File: src/ubr_params.svh
// constants of the baud generator and receive fifo block: offsets, fields, resets
// assumes apb with 32-bit data, one aligned word per register
`ifndef UBR_PARAMS_SVH
`define UBR_PARAMS_SVH

// =====================================================================
// register offsets
`define UBR_OFS_DIV_LOW 8'h00
`define UBR_OFS_DIV_HIGH 8'h04
`define UBR_OFS_FMC 8'h08
`define UBR_OFS_RX_COUNT 8'h0C
`define UBR_OFS_CTRL 8'h10
`define UBR_OFS_STATUS 8'h14
`define UBR_OFS_RX_DATA 8'h18

// =====================================================================
// fifo_modulation_ctrl fields
`define UBR_FMC_THR_LSB 0
`define UBR_FMC_DIVISOR_RANGE_SELECT_BIT 2
`define UBR_FMC_UMOD_LSB 3

// =====================================================================
// control fields
`define UBR_CTRL_MEN_BIT 0
`define UBR_CTRL_REN_BIT 1
`define UBR_CTRL_RX_STOP_BITS_SELECT_BIT 2
`define UBR_CTRL_WLS_BIT 3
`define UBR_CTRL_PEN_BIT 4
`define UBR_CTRL_PTYPE_LSB 5
`define UBR_CTRL_RIE_BIT 7

// =====================================================================
// status fields
`define UBR_ST_RX_DATA_AVAILABLE_FLAG_BIT 0
`define UBR_ST_OVERRUN_ERROR_FLAG_BIT 1
`define UBR_ST_FERR_BIT 2
`define UBR_ST_PERR_BIT 3
`define UBR_ST_BIT8_BIT 4
`define UBR_ST_BUSY_BIT 5

// =====================================================================
// reset values, sizes and minimum divisors
`define UBR_RST_DIV_LOW 8'h00
`define UBR_RST_DIV_HIGH 8'h00
`define UBR_RST_FMC 6'h00
`define UBR_FIFO_DEPTH 3'h4
`define UBR_DIV_MIN_NORMAL 16'h0010
`define UBR_DIV_MIN_WIDE 16'h0008

`endif

File: src/ubr_pkg.sv
// types of the baud generator and receive fifo block
// assumes ubr_params.svh for all numeric constants
package ubr_pkg;

    typedef enum logic [1:0] {
        RX_IDLE,
        RX_START,
        RX_DATA,
        RX_STOP
    } ubr_rx_state_t;

    typedef enum logic [1:0] {
        PAR_EVEN,
        PAR_ODD,
        PAR_MARK,
        PAR_SPACE
    } ubr_parity_t;

endpackage

File: src/ubr_baud.sv
// bit timer with fractional modulation and three sample strobes
// assumes start_i is a one-cycle pulse on the first cycle of a start bit
`timescale 1ns/1ps

module ubr_baud (
    input wire logic clock_i,
    input wire logic reset_n_i,
    input wire logic start_i,
    input wire logic run_i,
    input wire logic [15:0] divisor_i,
    input wire logic [2:0] umod_i,
    input wire logic divisor_range_select_i,
    output logic sample_o,
    output logic bit_end_o
);

    typedef struct packed {
        logic [15:0] cnt;
        logic [2:0] acc;
        logic extra;
    } ubr_baud_state_t;

    ubr_baud_state_t state;
    ubr_baud_state_t next_state;
    logic [16:0] bit_len;
    logic [15:0] half;
    logic [3:0] sum;

    // =====================================================================
    // bit length and sample points
    always_comb begin
        bit_len = {1'b0, divisor_i} + {16'h0000, state.extra};
        half = {1'b0, divisor_i[15:1]};
        sum = {1'b0, state.acc} + {1'b0, umod_i};
        bit_end_o = run_i && ({1'b0, state.cnt} == bit_len - 17'h00001);
        if (divisor_range_select_i) begin
            sample_o = run_i && ((state.cnt == half - 16'h0001) || (state.cnt == half)
                || (state.cnt == half + 16'h0002));
        end else begin
            sample_o = run_i && ((state.cnt == half) || (state.cnt == half + 16'h0001)
                || (state.cnt == half + 16'h0002));
        end
    end

    // =====================================================================
    // counter and accumulator
    always_comb begin
        next_state = state;
        if (start_i) begin
            next_state.cnt = 16'h0000;
            next_state.acc = umod_i;
            next_state.extra = 1'b0;
        end else if (!run_i) begin
            next_state.cnt = 16'h0000;
        end else if (bit_end_o) begin
            next_state.cnt = 16'h0000;
            next_state.acc = sum[2:0];
            next_state.extra = sum[3];
        end else begin
            next_state.cnt = state.cnt + 16'h0001;
        end
    end

    always_ff @(posedge clock_i or negedge reset_n_i) begin
        if (!reset_n_i) begin
            state <= '0;
        end else begin
            state <= next_state;
        end
    end

endmodule

File: src/ubr_top.sv
// receive path of the serial port: divisor registers, bit timer, receiver,
// four-byte receive fifo and apb register slave
// assumes rx_i is asynchronous to clock_i and idles high
`timescale 1ns/1ps
`include "ubr_params.svh"

module ubr_top (
    input wire logic clock_i,
    input wire logic reset_n_i,
    input wire logic psel_i,
    input wire logic penable_i,
    input wire logic pwrite_i,
    input wire logic [7:0] paddr_i,
    input wire logic [31:0] pwdata_i,
    output logic [31:0] prdata_o,
    output logic pready_o,
    output logic pslverr_o,
    input wire logic rx_i,
    output logic irq_o
);

    typedef struct packed {
        logic [7:0] div_low;
        logic [7:0] div_high;
        logic [15:0] divisor;
        logic [2:0] umod;
        logic divisor_range_select;
        logic [1:0] thr;
        logic men;
        logic ren;
        logic rx_stop_bits_select;
        logic wls;
        logic pen;
        logic [1:0] ptype;
        logic rx_interrupt_enable;
        logic overrun_error_flag;
        logic ferr;
        logic perr;
        logic bit8;
        logic [3:0][7:0] fifo;
        logic [1:0] rd_ptr;
        logic [2:0] level;
        logic [8:0] hold;
        logic hold_v;
        ubr_pkg::ubr_rx_state_t rx_state;
        logic [3:0] bit_idx;
        logic [8:0] shift;
        logic [1:0] votes;
        logic frame_bad;
        logic [1:0] sync;
        logic rx_prev;
        logic ack;
        logic [31:0] prdata;
        logic pslverr;
        logic irq;
    } ubr_state_t;

    ubr_state_t state;
    ubr_state_t next_state;

    logic line;
    logic start_pulse;
    logic timer_run;
    logic sample;
    logic bit_end;
    logic access;
    logic commit;
    logic rx_data_available_flag;
    logic [3:0] last_idx;
    logic [31:0] rd_value;
    logic mapped;
    logic voted;
    logic par_calc;
    logic [8:0] frame;
    logic popped;
    logic [2:0] lvl;
    logic [1:0] rptr;

    // =====================================================================
    // helpers
    function automatic logic ubr_majority(input logic [1:0] ones);
        // all three samples of the bit are counted in ones by the bit end
        ubr_majority = ones >= 2'h2;
    endfunction

    function automatic logic ubr_reaches(input logic [2:0] level, input logic [1:0] thr);
        // threshold code 00 means a full fifo
        if (thr == 2'b00) begin
            ubr_reaches = level >= `UBR_FIFO_DEPTH;
        end else begin
            ubr_reaches = level >= {1'b0, thr};
        end
    endfunction

    // =====================================================================
    // bit timer
    ubr_baud u_baud (
        .clock_i(clock_i),
        .reset_n_i(reset_n_i),
        .start_i(start_pulse),
        .run_i(timer_run),
        .divisor_i(state.divisor),
        .umod_i(state.umod),
        .divisor_range_select_i(state.divisor_range_select),
        .sample_o(sample),
        .bit_end_o(bit_end)
    );

    // =====================================================================
    // line watch and frame shape
    always_comb begin
        line = state.sync[1];
        start_pulse = (state.rx_state == ubr_pkg::RX_IDLE) && state.men && state.ren
            && state.rx_prev && !line;
        timer_run = state.rx_state != ubr_pkg::RX_IDLE;
        // payload is 8 or 9 bits; with parity the last of them is the parity bit
        last_idx = state.wls ? 4'h8 : 4'h7;
        access = psel_i && penable_i;
        commit = access && state.ack;
        rx_data_available_flag = ubr_reaches(state.level, state.thr);
        voted = ubr_majority(state.votes);
        frame = state.wls ? {voted, state.shift[8:1]} : {1'b0, voted, state.shift[8:2]};
    end

    // =====================================================================
    // parity of the payload without its last bit
    always_comb begin
        if (state.wls) begin
            par_calc = ^frame[7:0];
        end else begin
            par_calc = ^frame[6:0];
        end
        unique case (ubr_pkg::ubr_parity_t'(state.ptype))
            ubr_pkg::PAR_EVEN: par_calc = par_calc;
            ubr_pkg::PAR_ODD: par_calc = !par_calc;
            ubr_pkg::PAR_MARK: par_calc = 1'b1;
            ubr_pkg::PAR_SPACE: par_calc = 1'b0;
        endcase
    end

    // =====================================================================
    // register read mux
    always_comb begin
        rd_value = 32'h00000000;
        mapped = 1'b1;
        unique case (paddr_i)
            `UBR_OFS_DIV_LOW: rd_value[7:0] = state.div_low;
            `UBR_OFS_DIV_HIGH: rd_value[7:0] = state.div_high;
            `UBR_OFS_FMC: rd_value[5:0] = {state.umod, state.divisor_range_select, state.thr};
            `UBR_OFS_RX_COUNT: rd_value[2:0] = state.level;
            `UBR_OFS_CTRL: rd_value[7:0] = {state.rx_interrupt_enable, state.ptype, state.pen, state.wls,
                state.rx_stop_bits_select, state.ren, state.men};
            `UBR_OFS_STATUS: rd_value[5:0] = {timer_run, state.bit8, state.perr, state.ferr,
                state.overrun_error_flag, rx_data_available_flag};
            `UBR_OFS_RX_DATA: rd_value[7:0] = state.fifo[state.rd_ptr];
            default: mapped = 1'b0;
        endcase
    end

    // =====================================================================
    // next state
    always_comb begin
        next_state = state;
        popped = 1'b0;

        // two-flop synchroniser on the serial input
        next_state.sync = {state.sync[0], rx_i};
        next_state.rx_prev = line;

        // apb: one wait cycle, effect and data at the pready edge
        next_state.ack = access && !state.ack;
        next_state.pslverr = access && !state.ack && !mapped;
        if (access && !state.ack) begin
            next_state.prdata = rd_value;
        end

        if (commit && pwrite_i && mapped) begin
            unique case (paddr_i)
                `UBR_OFS_DIV_LOW: next_state.div_low = pwdata_i[7:0];
                `UBR_OFS_DIV_HIGH: begin
                    // the high byte write loads the whole divisor
                    next_state.div_high = pwdata_i[7:0];
                    next_state.divisor = {pwdata_i[7:0], state.div_low};
                end
                `UBR_OFS_FMC: begin
                    next_state.thr = pwdata_i[`UBR_FMC_THR_LSB +: 2];
                    next_state.divisor_range_select = pwdata_i[`UBR_FMC_DIVISOR_RANGE_SELECT_BIT];
                    next_state.umod = pwdata_i[`UBR_FMC_UMOD_LSB +: 3];
                end
                `UBR_OFS_CTRL: begin
                    next_state.men = pwdata_i[`UBR_CTRL_MEN_BIT];
                    next_state.ren = pwdata_i[`UBR_CTRL_REN_BIT];
                    next_state.rx_stop_bits_select = pwdata_i[`UBR_CTRL_RX_STOP_BITS_SELECT_BIT];
                    next_state.wls = pwdata_i[`UBR_CTRL_WLS_BIT];
                    next_state.pen = pwdata_i[`UBR_CTRL_PEN_BIT];
                    next_state.ptype = pwdata_i[`UBR_CTRL_PTYPE_LSB +: 2];
                    next_state.rx_interrupt_enable = pwdata_i[`UBR_CTRL_RIE_BIT];
                end
                `UBR_OFS_STATUS: begin
                    // write one to clear; a new error in the same cycle wins below
                    if (pwdata_i[`UBR_ST_OVERRUN_ERROR_FLAG_BIT]) begin
                        next_state.overrun_error_flag = 1'b0;
                    end
                    if (pwdata_i[`UBR_ST_FERR_BIT]) begin
                        next_state.ferr = 1'b0;
                    end
                    if (pwdata_i[`UBR_ST_PERR_BIT]) begin
                        next_state.perr = 1'b0;
                    end
                end
                default: begin
                end
            endcase
        end

        // a read of the data word takes one byte out
        if (commit && !pwrite_i && (paddr_i == `UBR_OFS_RX_DATA) && (state.level != 3'h0)) begin
            popped = 1'b1;
            next_state.rd_ptr = state.rd_ptr + 2'h1;
            next_state.level = state.level - 3'h1;
        end
        lvl = next_state.level;
        rptr = next_state.rd_ptr;

        // a byte waiting in the shift register refills the freed slot
        if (popped && state.hold_v) begin
            next_state.fifo[rptr + lvl[1:0]] = state.hold[7:0];
            next_state.bit8 = state.hold[8];
            next_state.hold_v = 1'b0;
            lvl = lvl + 3'h1;
            next_state.level = lvl;
        end

        // receiver
        unique case (state.rx_state)
            ubr_pkg::RX_IDLE: begin
                next_state.votes = 2'h0;
                if (start_pulse) begin
                    next_state.rx_state = ubr_pkg::RX_START;
                    next_state.bit_idx = 4'h0;
                    next_state.frame_bad = 1'b0;
                end
            end
            ubr_pkg::RX_START: begin
                if (bit_end) begin
                    next_state.votes = 2'h0;
                    // a start bit that votes high was noise
                    next_state.rx_state = voted ? ubr_pkg::RX_IDLE : ubr_pkg::RX_DATA;
                end
            end
            ubr_pkg::RX_DATA: begin
                if (bit_end) begin
                    next_state.votes = 2'h0;
                    next_state.shift = {voted, state.shift[8:1]};
                    next_state.bit_idx = state.bit_idx + 4'h1;
                    if (state.bit_idx == last_idx) begin
                        next_state.rx_state = ubr_pkg::RX_STOP;
                        next_state.bit_idx = 4'h0;
                        if (state.pen && (voted != par_calc)) begin
                            next_state.perr = 1'b1;
                        end
                    end
                end
            end
            ubr_pkg::RX_STOP: begin
                if (bit_end) begin
                    next_state.votes = 2'h0;
                    next_state.bit_idx = state.bit_idx + 4'h1;
                    if (!voted) begin
                        next_state.frame_bad = 1'b1;
                    end
                    // second stop bit only when selected
                    if (!state.rx_stop_bits_select || (state.bit_idx == 4'h1)) begin
                        next_state.rx_state = ubr_pkg::RX_IDLE;
                        if (!voted || state.frame_bad) begin
                            next_state.ferr = 1'b1;
                        end
                        if (lvl < `UBR_FIFO_DEPTH) begin
                            next_state.fifo[rptr + lvl[1:0]] = state.shift[7:0];
                            next_state.bit8 = state.shift[8];
                            next_state.level = lvl + 3'h1;
                        end else begin
                            // fifth waits in the shift register, sixth overwrites it
                            if (next_state.hold_v) begin
                                next_state.overrun_error_flag = 1'b1;
                            end
                            next_state.hold = state.shift;
                            next_state.hold_v = 1'b1;
                        end
                    end
                end
            end
        endcase
        if (sample && (state.rx_state != ubr_pkg::RX_IDLE) && !bit_end && line) begin
            next_state.votes = state.votes + 2'h1;
        end

        // right-align the 8-bit payload into the low bits
        if ((state.rx_state == ubr_pkg::RX_STOP) && !state.wls) begin
            next_state.shift = state.shift;
        end
        if ((state.rx_state == ubr_pkg::RX_DATA) && bit_end && (state.bit_idx == last_idx)
            && !state.wls) begin
            next_state.shift = {1'b0, voted, state.shift[8:2]};
        end

        // receiver disabled aborts a frame
        if (!state.ren || !state.men) begin
            next_state.rx_state = ubr_pkg::RX_IDLE;
        end
        // master disable empties the fifo and clears the flags
        // judged on the new enable so that a write setting it keeps rx enable
        if (!next_state.men) begin
            next_state.level = 3'h0;
            next_state.rd_ptr = 2'h0;
            next_state.hold_v = 1'b0;
            next_state.overrun_error_flag = 1'b0;
            next_state.ferr = 1'b0;
            next_state.perr = 1'b0;
            next_state.ren = 1'b0;
        end

        next_state.irq = next_state.rx_interrupt_enable
            && (ubr_reaches(next_state.level, next_state.thr) || next_state.overrun_error_flag);
    end

    // =====================================================================
    // state register
    always_ff @(posedge clock_i or negedge reset_n_i) begin
        if (!reset_n_i) begin
            state <= '0;
            state.div_low <= `UBR_RST_DIV_LOW;
            state.div_high <= `UBR_RST_DIV_HIGH;
            state.sync <= 2'b11;
            state.rx_prev <= 1'b1;
            state.rx_state <= ubr_pkg::RX_IDLE;
        end else begin
            state <= next_state;
        end
    end

    // =====================================================================
    // outputs
    always_comb begin
        prdata_o = state.prdata;
        pready_o = state.ack;
        pslverr_o = state.pslverr;
        irq_o = state.irq;
    end

endmodule

File: config.mk
export PLATFORM = sky130hd
export DESIGN_NAME = ubr_top
export DESIGN_NICKNAME = d
export VERILOG_FILES = /design/src/ubr_pkg.sv /design/src/ubr_baud.sv /design/src/ubr_top.sv
export VERILOG_INCLUDE_DIRS = /design/src
export SDC_FILE = /design/constraint.sdc
export NUM_CORES = 1
export LEC_CHECK = 0
export ABC_AREA = 1
export BUFFER_PORTS_ARGS = -buffer_cell sky130_fd_sc_hd__buf_2
export CAP_MARGIN = 20
export CORE_MARGIN = 2
export CORE_UTILIZATION = 25
export CTS_BUF_LIST = sky130_fd_sc_hd__clkbuf_16
export DETAILED_ROUTE_END_ITERATION = 12
export GPL_TIMING_DRIVEN = 1
export RECOVER_POWER = 50
export SETUP_SLACK_MARGIN = 0.15
export SLEW_MARGIN = 20
export SYNTH_ARGS = -nofsm -noshare
export SYNTH_HDL_FRONTEND = slang
export SYNTH_SLANG_ARGS = --single-unit
export TNS_END_PERCENT = 50
File: constraint.sdc
create_clock -name clock_i -period 6.71 [get_ports clock_i]
set_input_delay 1.6775 -clock clock_i [delete_from_list [all_inputs] [get_ports clock_i]]
set_output_delay 1.6775 -clock clock_i [all_outputs]
set_load 0.005 [all_outputs]
; ---- After elaboration in Yosys (flattened, before gate mapping)
; Cells that the tools add are included.
[classes]
order_cmp = 11
eq_ne = 36
n_reduce_logical = 75
mux = 77
n_addsub = 15
bitwise_logic = 1
[op_table]
columns = op, n
row1 = $mux 33, 5
row2 = $bwmux 32, 2
row3 = $eq 16x16->1, 3
row4 = $mux 8, 5
row5 = $demux 8 s2, 2
row6 = $mux 16, 2
row7 = $logic_and 1x1->1, 28
row8 = $mux 9, 3
row9 = $mux 13, 2
row10 = $eq 8x5->1 const B, 3
row11 = $pmux 2 s4, 3
row12 = $mux 1, 21
row13 = $pmux 3 s7, 1
row14 = $mux 20, 1
row15 = $mux 19, 1
row16 = $mux 2, 9
row17 = $pmux 3 s6, 1
row18 = $add 16x1->17, 1
row19 = $eq 16x17->1, 1
row20 = $mux 17, 1
row21 = $sub 17x1->17 const B, 1
row22 = $add 15x1->16 const B, 1
row23 = $add 15x2->16 const B, 1
row24 = $add 16x1->16 const B, 1
row25 = other kinds (50), 116
[totals]
inputBits = 46
wordCells = 254
output_inout_bits = 35
register_bits = 149

; ---- Logic depth before layout (Yosys ltp)
; Gate-level depths: netlist of run 1.
[depth]
depth_word = 18
ltp_mapped = 27
depth_no_buf = 27

; ---- Modules after synthesis
; A second synthesis of run 1 with hierarchy kept.
[hier_totals]
cells_unflattened = 1551
hier_area_um2 = 10692.8
[by_module_without_submodules]
columns = mod, n_inst, seq_area_each_um2, cells_each, area_per_inst_um2
row1 = ubr_top, 1, 3031.7, 930, 7054.3
row2 = ubr_baud, 1, 500.5, 621, 3638.5

; ---- Worst setup path after synthesis of run 1
; Ideal clock, no wire load.
[synth_timing]
path_type = in2reg
startpoint = input paddr_i[5]
endpoint = register state, in the netlist irq_o
slack_ps = 2403
path_stages = 23
n_path_buf = 0
t_required_ps = 6585
arrival_time_ps = 4182
setup_ps = 125
path_cell_list = nor2_1 nand3_2 nor2_8 nand2_4 inv_4 nand2_1 nand2_1 inv_1 ha_1 nand4_1 nand2_4 nor2_4 nand2_4 or2_0 a21oi_2 inv_2 ha_1 o21ai_0 nand2_1 nand2_1 nand2_1 nor2_1 nor2_1
[synth_lines]
columns = item, line
row1 = "start, declared", ubr_top.sv:13  ; input wire logic [7:0] paddr_i,
row2 = "end signal, assigned", ubr_top.sv:338  ; state <= next_state;
row3 = "end, declared", ubr_top.sv:58  ; ubr_state_t state;

==> results of run 1 <==
per-stage QoR:
step | std cells | worst slack (ns) | hold WS, ns
3_3_place_gp | 1958 | 2.00 | 0.348
6_report | 1991 | 2.06 | 0.361
2_1_floorplan | 1469 | 2.40 | 0.345
5_1_grt | 1990 | 1.53 | 0.364
4_1_cts | 1990 | 2.39 | 0.357
3_5_place_dp | 1958 | 1.95 | 0.347
synth_stat cells (10+ instances only):
cell type and count:
ha_1 38, nor2_1 108, o21ai_0 76, inv_1 145, buf_2 23, nand3_1 88
nor3_1 13, xor2_1 53, a221oi_1 10, clkbuf_1 14, inv_2 16, a21oi_1 35
nand2_2 10, dfrtp_1 138, nand2_1 444, nand4_1 14, buf_4 35, xnor2_1 28
o21ai_1 18, o22ai_1 15
kinds of logic after synthesis:
| family | share of synthesized area |
|---|---|
| mux | 0.00215 |
| flops | 0.337 |
| buf+inv | 0.112 |
| fa+ha+maj | 0.0491 |
| simple gates | 0.322 |
| other cells | 0.000357 |
| compound gates | 0.105 |
| xor+xnor | 0.0723 |
path summary, 6_finish.rpt:
kind | to | cells past startpoint | slack [ns]
max | irq_o$_DFF_PN0_ | 24 | 2.06
max reg2reg | irq_o$_DFF_PN0_ | 24 | 2.06
min | line$_DFF_PN1_ | 0 | 0.36
min reg2reg | line$_DFF_PN1_ | 0 | 0.36
max in group asynchronous | u_baud.state[6]$_DFF_PN0_ | 2 | 2.27
min in group asynchronous | state[43]$_DFFE_PN0P_ | 1 | 1.35
state kept, by name, indices dropped and copies added, names as in the netlist:
register      flops
state           108
u_baud.state     20
prdata_o          8
irq_o             1
line              1
next_state        1
pready_o          1
pslverr_o         1
layer usage:
metal	share of wire	track usage	vias up
met1	0.45	0.183	4307
met2	0.48	0.240	197
met4	0.026	0.0451	0
met5	0	0	-
met3	0.042	0.0218	40
li1	-	-	4560
worst max-delay path, cell delays in order, from the launching register on:
cell and delay (ns):
dfrtp_1 0.36, inv_1 0.15, ha_1 0.27, ha_1 0.20
nand2_1 0.09, inv_1 0.14, nand3_4 0.09, nor2_1 0.42
nand3_1 0.13, nand2_1 0.10, nand2_1 0.08, nor2_2 0.11
nand3_1 0.34, nor2_1 0.67, nand2_4 0.13, or2_0 0.25
a21oi_2 0.16, inv_2 0.04, ha_1 0.27, o21ai_0 0.15
nand2_1 0.07, nand2_1 0.07, nand2_1 0.06, nor2_1 0.11
nor2_1 0.05
layout make-up:
cell class	count	area, sq um	area share
multi-input cells	1075	5820	0.509
flip-flops and latches	141	3530	0.309
well taps	539	674	0.0591
inverters	169	647	0.0567
clock buffers	17	425	0.0373
repair buffers	34	171	0.0150
clock inverters	15	149	0.0130
diodes	1	2.50	0.000219
power groups by stage:
| stage | Sequential (mW) | Combinational [mW] | Clock, mW |
|---|---|---|---|
| 2_1_floorplan | 0.873 | 0.0296 | 0 |
| 3_3_place_gp | 0.874 | 0.0558 | 0 |
| 3_5_place_dp | 0.873 | 0.0561 | 0 |
| 4_1_cts | 0.858 | 0.0562 | 0.964 |
| 5_1_grt | 0.858 | 0.0604 | 1.00 |
| 6_report | 0.858 | 0.0522 | 0.948 |
==> flow_summary.json, run 1 <==
{
  "finalClockSkew_ns": 0.0168,
  "io_pins": 81,
  "wl_um": 29600,
  "grt_pass1_vias": 8987,
  "synth_cells": 1446,
  "outcome": "finished with violations",
  "track_usage": 0.141,
  "synth_top_area_share": 0.329,
  "initial_utilization": 0.252,
  "worstMarginPinSlew_ns": 2.71,
  "layout-drive-gt1-share": 0.0958,
  "finalMaxSlewViolations": 50,
  "holdCritPathClass": "reg2reg",
  "cp_data_required_time_ns": 7.02,
  "rsz0062_at_grt": "false",
  "clk_latency_ns": 0.44,
  "violations": "capacitance limit, slew limit",
  "setup_viol": 0,
  "clockBufferDepth": 2,
  "p_sw_mw": 0.446,
  "drc": 0,
  "startpoint_type": "register",
  "layout_common_cells": "nand2_1 (444), inv_1 (147), dfrtp_1 (138)",
  "p_clk_frac": 0.510,
  "ys_warn_count": 0,
  "crit_arrival_ns": 4.96,
  "slew_headroom": -0.805,
  "grt_overflow_total": 0,
  "ctsHoldBuffers": 0,
  "drt_first_pass_iters": 5,
  "finalSetupTns_ns": 0,
  "utilization": 0.274,
  "syn_area_per_cell_sq_um": 7.26,
  "final_common_cell": "nand2_1",
  "yosys-top-cells-area": "dfrtp_1 (33%), nand2_1 (16%), inv_1 (5.2%)",
  "critical_path.startpoint": "u_baud.state[0]$_DFFE_PN0P_",
  "htreeDepth": 4,
  "async_reset_ff_frac": 1.00,
  "cts_root_buf": "clkbuf_16",
  "num_rows": 75,
  "p_comb_frac": 0.028,
  "hpwl_um": 22200,
  "peakVddDrop_v": 0.000194,
  "clock_sinks": 141,
  "hp-start": "next_state[37]$_DFF_PN1_",
  "critPathKind": "reg2reg",
  "fin_nets": 1524,
  "ys_seq_elements": 141,
  "synth_top_area_cell": "dfrtp_1",
  "finalHoldViolations": 0,
  "synthDistinctLibCells": 70,
  "antenna_found_initial": 3,
  "cts_tree": "done",
  "finalCritPeriodShare": 0.693,
  "fin_area_sq_um": 11400,
  "ant_nets": 0,
  "numCtsBuffers": 17,
  "syn_to_final_growth_pct": 8.82,
  "die_y_um": 209,
  "clk_pin_slew_ns": 0.07,
  "p_int_mw": 1.41,
  "switching_share": 0.240,
  "grt_pass1_wl_um": 48800,
  "endpoint_kind": "register",
  "io_buffers": 32,
  "p_total_mw": 1.86,
  "ys.flop_type": "dfrtp_1",
  "period_needed_ns": 4.65,
  "synth_area_sq_um": 10500,
  "place_congestion": 0.869,
  "r2r-start": "u_baud.state[0]$_DFFE_PN0P_",
  "grt_start_max_net_pins": 94,
  "vias": 9104,
  "p_leak_nw": 5.67,
  "synth-seq-area-share": 0.337,
  "nFillCells": 4567,
  "post_cts_resized": 0,
  "die_area_sq_um": 43600,
  "wire_per_inst_um": 14.9,
  "drt_iter0_drc": 705,
  "p_seq_frac": 0.462,
  "viasPerCell": 4.57,
  "postCtsSetupBuffers": 0,
  "powerDensity_nw_per_um2": 163,
  "synth_edf_count": 0,
  "core_sq_um": 41700,
  "postPlaceCellArea_sq_um": 10900,
  "drv_cap": 1,
  "max_freq_mhz": 215,
  "path_max_fanout": 7,
  "die_w_um": 209
}
Power figures use the tool's default switching activity.
==> inputs of run 2 (changes only) <==
--- a/config.mk
+++ b/config.mk
@@ -6,7 +6,7 @@
 export SDC_FILE = /design/constraint.sdc
 export NUM_CORES = 1
 export LEC_CHECK = 0
-export ABC_AREA = 1
+export ABC_AREA = 0
 export BUFFER_PORTS_ARGS = -buffer_cell sky130_fd_sc_hd__buf_2
 export CAP_MARGIN = 20
 export CORE_MARGIN = 2
==> constraint.sdc (replaced) <==
create_clock -name clock_i -period 4.2 [get_ports clock_i]
set_input_delay 1.05 -clock clock_i [delete_from_list [all_inputs] [get_ports clock_i]]
set_output_delay 1.05 -clock clock_i [all_outputs]
set_load 0.005 [all_outputs]
==> run 2 against run 1 <==
Net effect:
- the run still ends with capacitance limit, slew limit left
- setup slack got worse by 2.0 ns
- count of clock-buffer cells in the layout did not move
- clock skew fell by 0.0036 ns
- critical path depth fell by 4
- non-clock buffer count rose by 66
- synthesized area fell by 5.1%
- synthesized cell count fell by 26%
- sequential cell count did not move
- worst hold slack got worse by 0.0062 ns
- critical endpoint unchanged
- largest cell class unchanged
- highest routed layer unchanged
==> flow_summary.json, run 2 <==
{
  "yosys-top-cells-area": "dfrtp_1 (35%), xnor2_1 (5.7%), mux2i_1 (5.5%)",
  "startpoint_type": "primary input",
  "ys_warn_count": 0,
  "finalCritPeriodShare": 0.996,
  "finalMaxSlewViolations": 86,
  "die_w_um": 204,
  "cp_slowest_cell": "or3_4",
  "crit_arrival_ns": 4.48,
  "final_common_cell": "dfrtp_1",
  "cpPeakStageDelay_ns": 0.39,
  "nFillCells": 4111,
  "rsz0062_at_grt": "true",
  "initial_utilization": 0.252,
  "slew_headroom": -0.437,
  "layout_common_cells": "dfrtp_1 (138), nor2_1 (105), nand2_1 (92)",
  "die_area_sq_um": 41400,
  "io_pins": 81,
  "outcome": "finished with violations",
  "max_freq_mhz": 239,
  "hpwl_um": 19400,
  "synthDistinctLibCells": 86,
  "htreeDepth": 4,
  "synth-seq-area-share": 0.355,
  "antenna_cells": 0,
  "synthTopCellsByCount": "dfrtp_1 (138), nor2_1 (107), nand2_1 (92)",
  "drc": 0,
  "clk_latency_ns": 0.43,
  "grt_pass1_wl_um": 41800,
  "fin_cells": 1655,
  "drv_cap": 1,
  "ys_seq_elements": 141,
  "setup_viol": 0,
  "drt_iter0_drc": 501,
  "finalHoldViolations": 0,
  "powerDensity_nw_per_um2": 263,
  "clock_sinks": 141,
  "endpoint_kind": "register",
  "ctsHoldBuffers": 0,
  "ys.flop_type": "dfrtp_1",
  "wire_per_inst_um": 15.7,
  "vias": 7899,
  "wl_um": 25900,
  "largest_reg_flops": 108,
  "crit_buf_inv": 2,
  "synth_edf_count": 0,
  "top_register": "state",
  "grt_start_max_net_pins": 86,
  "crit_family": "simple AND/OR/NAND/NOR gates",
  "syn_to_final_growth_pct": 16.2,
  "reg2reg_slack_ns": 0.07,
  "drt_first_pass_iters": 5,
  "numCtsBuffers": 17,
  "dpl.cell_count": 1619,
  "p_leak_nw": 4.94,
  "path_max_fanout": 3,
  "place_congestion": 0.824,
  "synth_top_area_share": 0.347,
  "ant_nets": 0,
  "cp_data_required_time_ns": 4.50,
  "io_buffers": 32,
  "p_total_mw": 3.04,
  "clockBufferDepth": 2,
  "multi_input_area_sq_um": 5970,
  "grt_pass1_vias": 7731,
  "worstMarginPinSlew_ns": 2.16,
  "cts_root_buf": "clkbuf_16",
  "core_sq_um": 39500,
  "track_usage": 0.127,
  "layout-drive-gt1-share": 0.220,
  "cpMostUsedCell": "nand2_1",
  "syn_area_per_cell_sq_um": 9.27,
  "cts_tree": "done",
  "r2r_cells": 19,
  "period_needed_ns": 4.18,
  "critPathKind": "in2reg",
  "clk_pin_slew_ns": 0.06,
  "viasPerCell": 4.77,
  "antenna_found_initial": 1,
  "async_reset_ff_frac": 1.00,
  "violations": "capacitance limit, slew limit",
  "finalClockSkew_ns": 0.0132,
  "die_y_um": 204,
  "synth_cells": 1074,
  "synth_top_area_cell": "dfrtp_1",
  "peakVddDrop_v": 0.000275,
  "regArea_sq_um": 3530,
  "holdCritPathClass": "reg2reg",
  "whs_path_depth": 0,
  "synth.most_common_cell": "dfrtp_1",
  "num_rows": 73,
  "synth_area_sq_um": 9960,
  "grt_overflow_total": 0,
  "path_depth": 20,
  "fin_nets": 1203,
  "worstPathCellList": "buf_2, or3_4, nor4_4, and3_4, nand2_8, mux2i_4, ha_4, nand2_1, xor2_1, nor2_2, xor2_2, nand4bb_4, xnor2_2, nand2_1, ha_1, inv_1, a21boi_1, o22a_1, a311o_1, o221a_2"
}
## run 2: path summary, 6_finish.rpt
kind	from	endpoint
max	paddr_i[6]	irq_o$_DFF_PN0_
min	next_state[37]$_DFF_PN1_	line$_DFF_PN1_
max reg2reg	u_baud.state[0]$_DFFE_PN0P_	irq_o$_DFF_PN0_
min reg2reg	next_state[37]$_DFF_PN1_	line$_DFF_PN1_
max in group asynchronous	reset_n_i	u_baud.state[13]$_DFF_PN0_
min in group asynchronous	reset_n_i	state[82]$_DFF_PN0_
## run 2: worst register-to-register path, delay by kind of cell (launching register included)
kind	cells	cell delay [ns]
DFF	1	0.39
adders and majority gates	3	0.58
xor gates and xnor gates	2	0.43
AOI/OAI and AO/OA	6	1.16
buffers and inverters	3	0.33
and+or+nand+nor	5	1.13
## run 2: cell type report
cell class                 instances  share of cell area
clock buffer                      17              0.0368
clock inverter                    15              0.0159
inverter                          36              0.0117
multi-input combinational        821               0.516
sequential                       141               0.305
tap                              525              0.0568
timing repair buffer             100              0.0578
## run 2: cell families after synthesis
kind of cell               after synthesis  synth area share
AOI/OAI and AO/OA                      199             0.133
xor gates and xnor gates                95            0.0843
adders and majority gates               40            0.0518
buffers and inverters                  135            0.0709
DFF                                    141             0.355
muxes                                  110             0.127
other                                    1          0.000377
and+or+nand+nor                        353             0.178
## run 2: metrics by stage
step	TNS (ns)	utilization	setup slack, ns	area (sq um)	hold WS [ns]
2_1_floorplan	-0.932	-	-0.618	10200	0.345
3_3_place_gp	-5.95	0.276	-0.565	10900	0.349
3_5_place_dp	-7.05	0.276	-0.612	10900	0.347
4_1_cts	0	0.293	0.0321	11600	0.357
5_1_grt	-4.26	0.292	-0.153	11600	0.361
6_report	0	0.292	0.0185	11600	0.355
## run 2: what timing repair did
action | 4_1_cts | 5_1_grt
setup endpoints to repair | 8 | 2
pin swaps | 6 | 3
gates resized for setup | 6 | 9
buffers inserted | 4 | 0
## run 2: layer usage
layer / global-route usage / part of all wire
met4: 0.0414 / 0.022
met2: 0.213 / 0.48
met5: 0 / 0
met1: 0.166 / 0.45
met3: 0.0211 / 0.039
## run 2: power by group
part	switching, mW	leakage (nW)	internal, mW
Clock	0.630	0.293	0.943
Combinational	0.0715	2.73	0.0290
Sequential	0.00348	1.91	1.36
Total	0.705	4.94	2.34
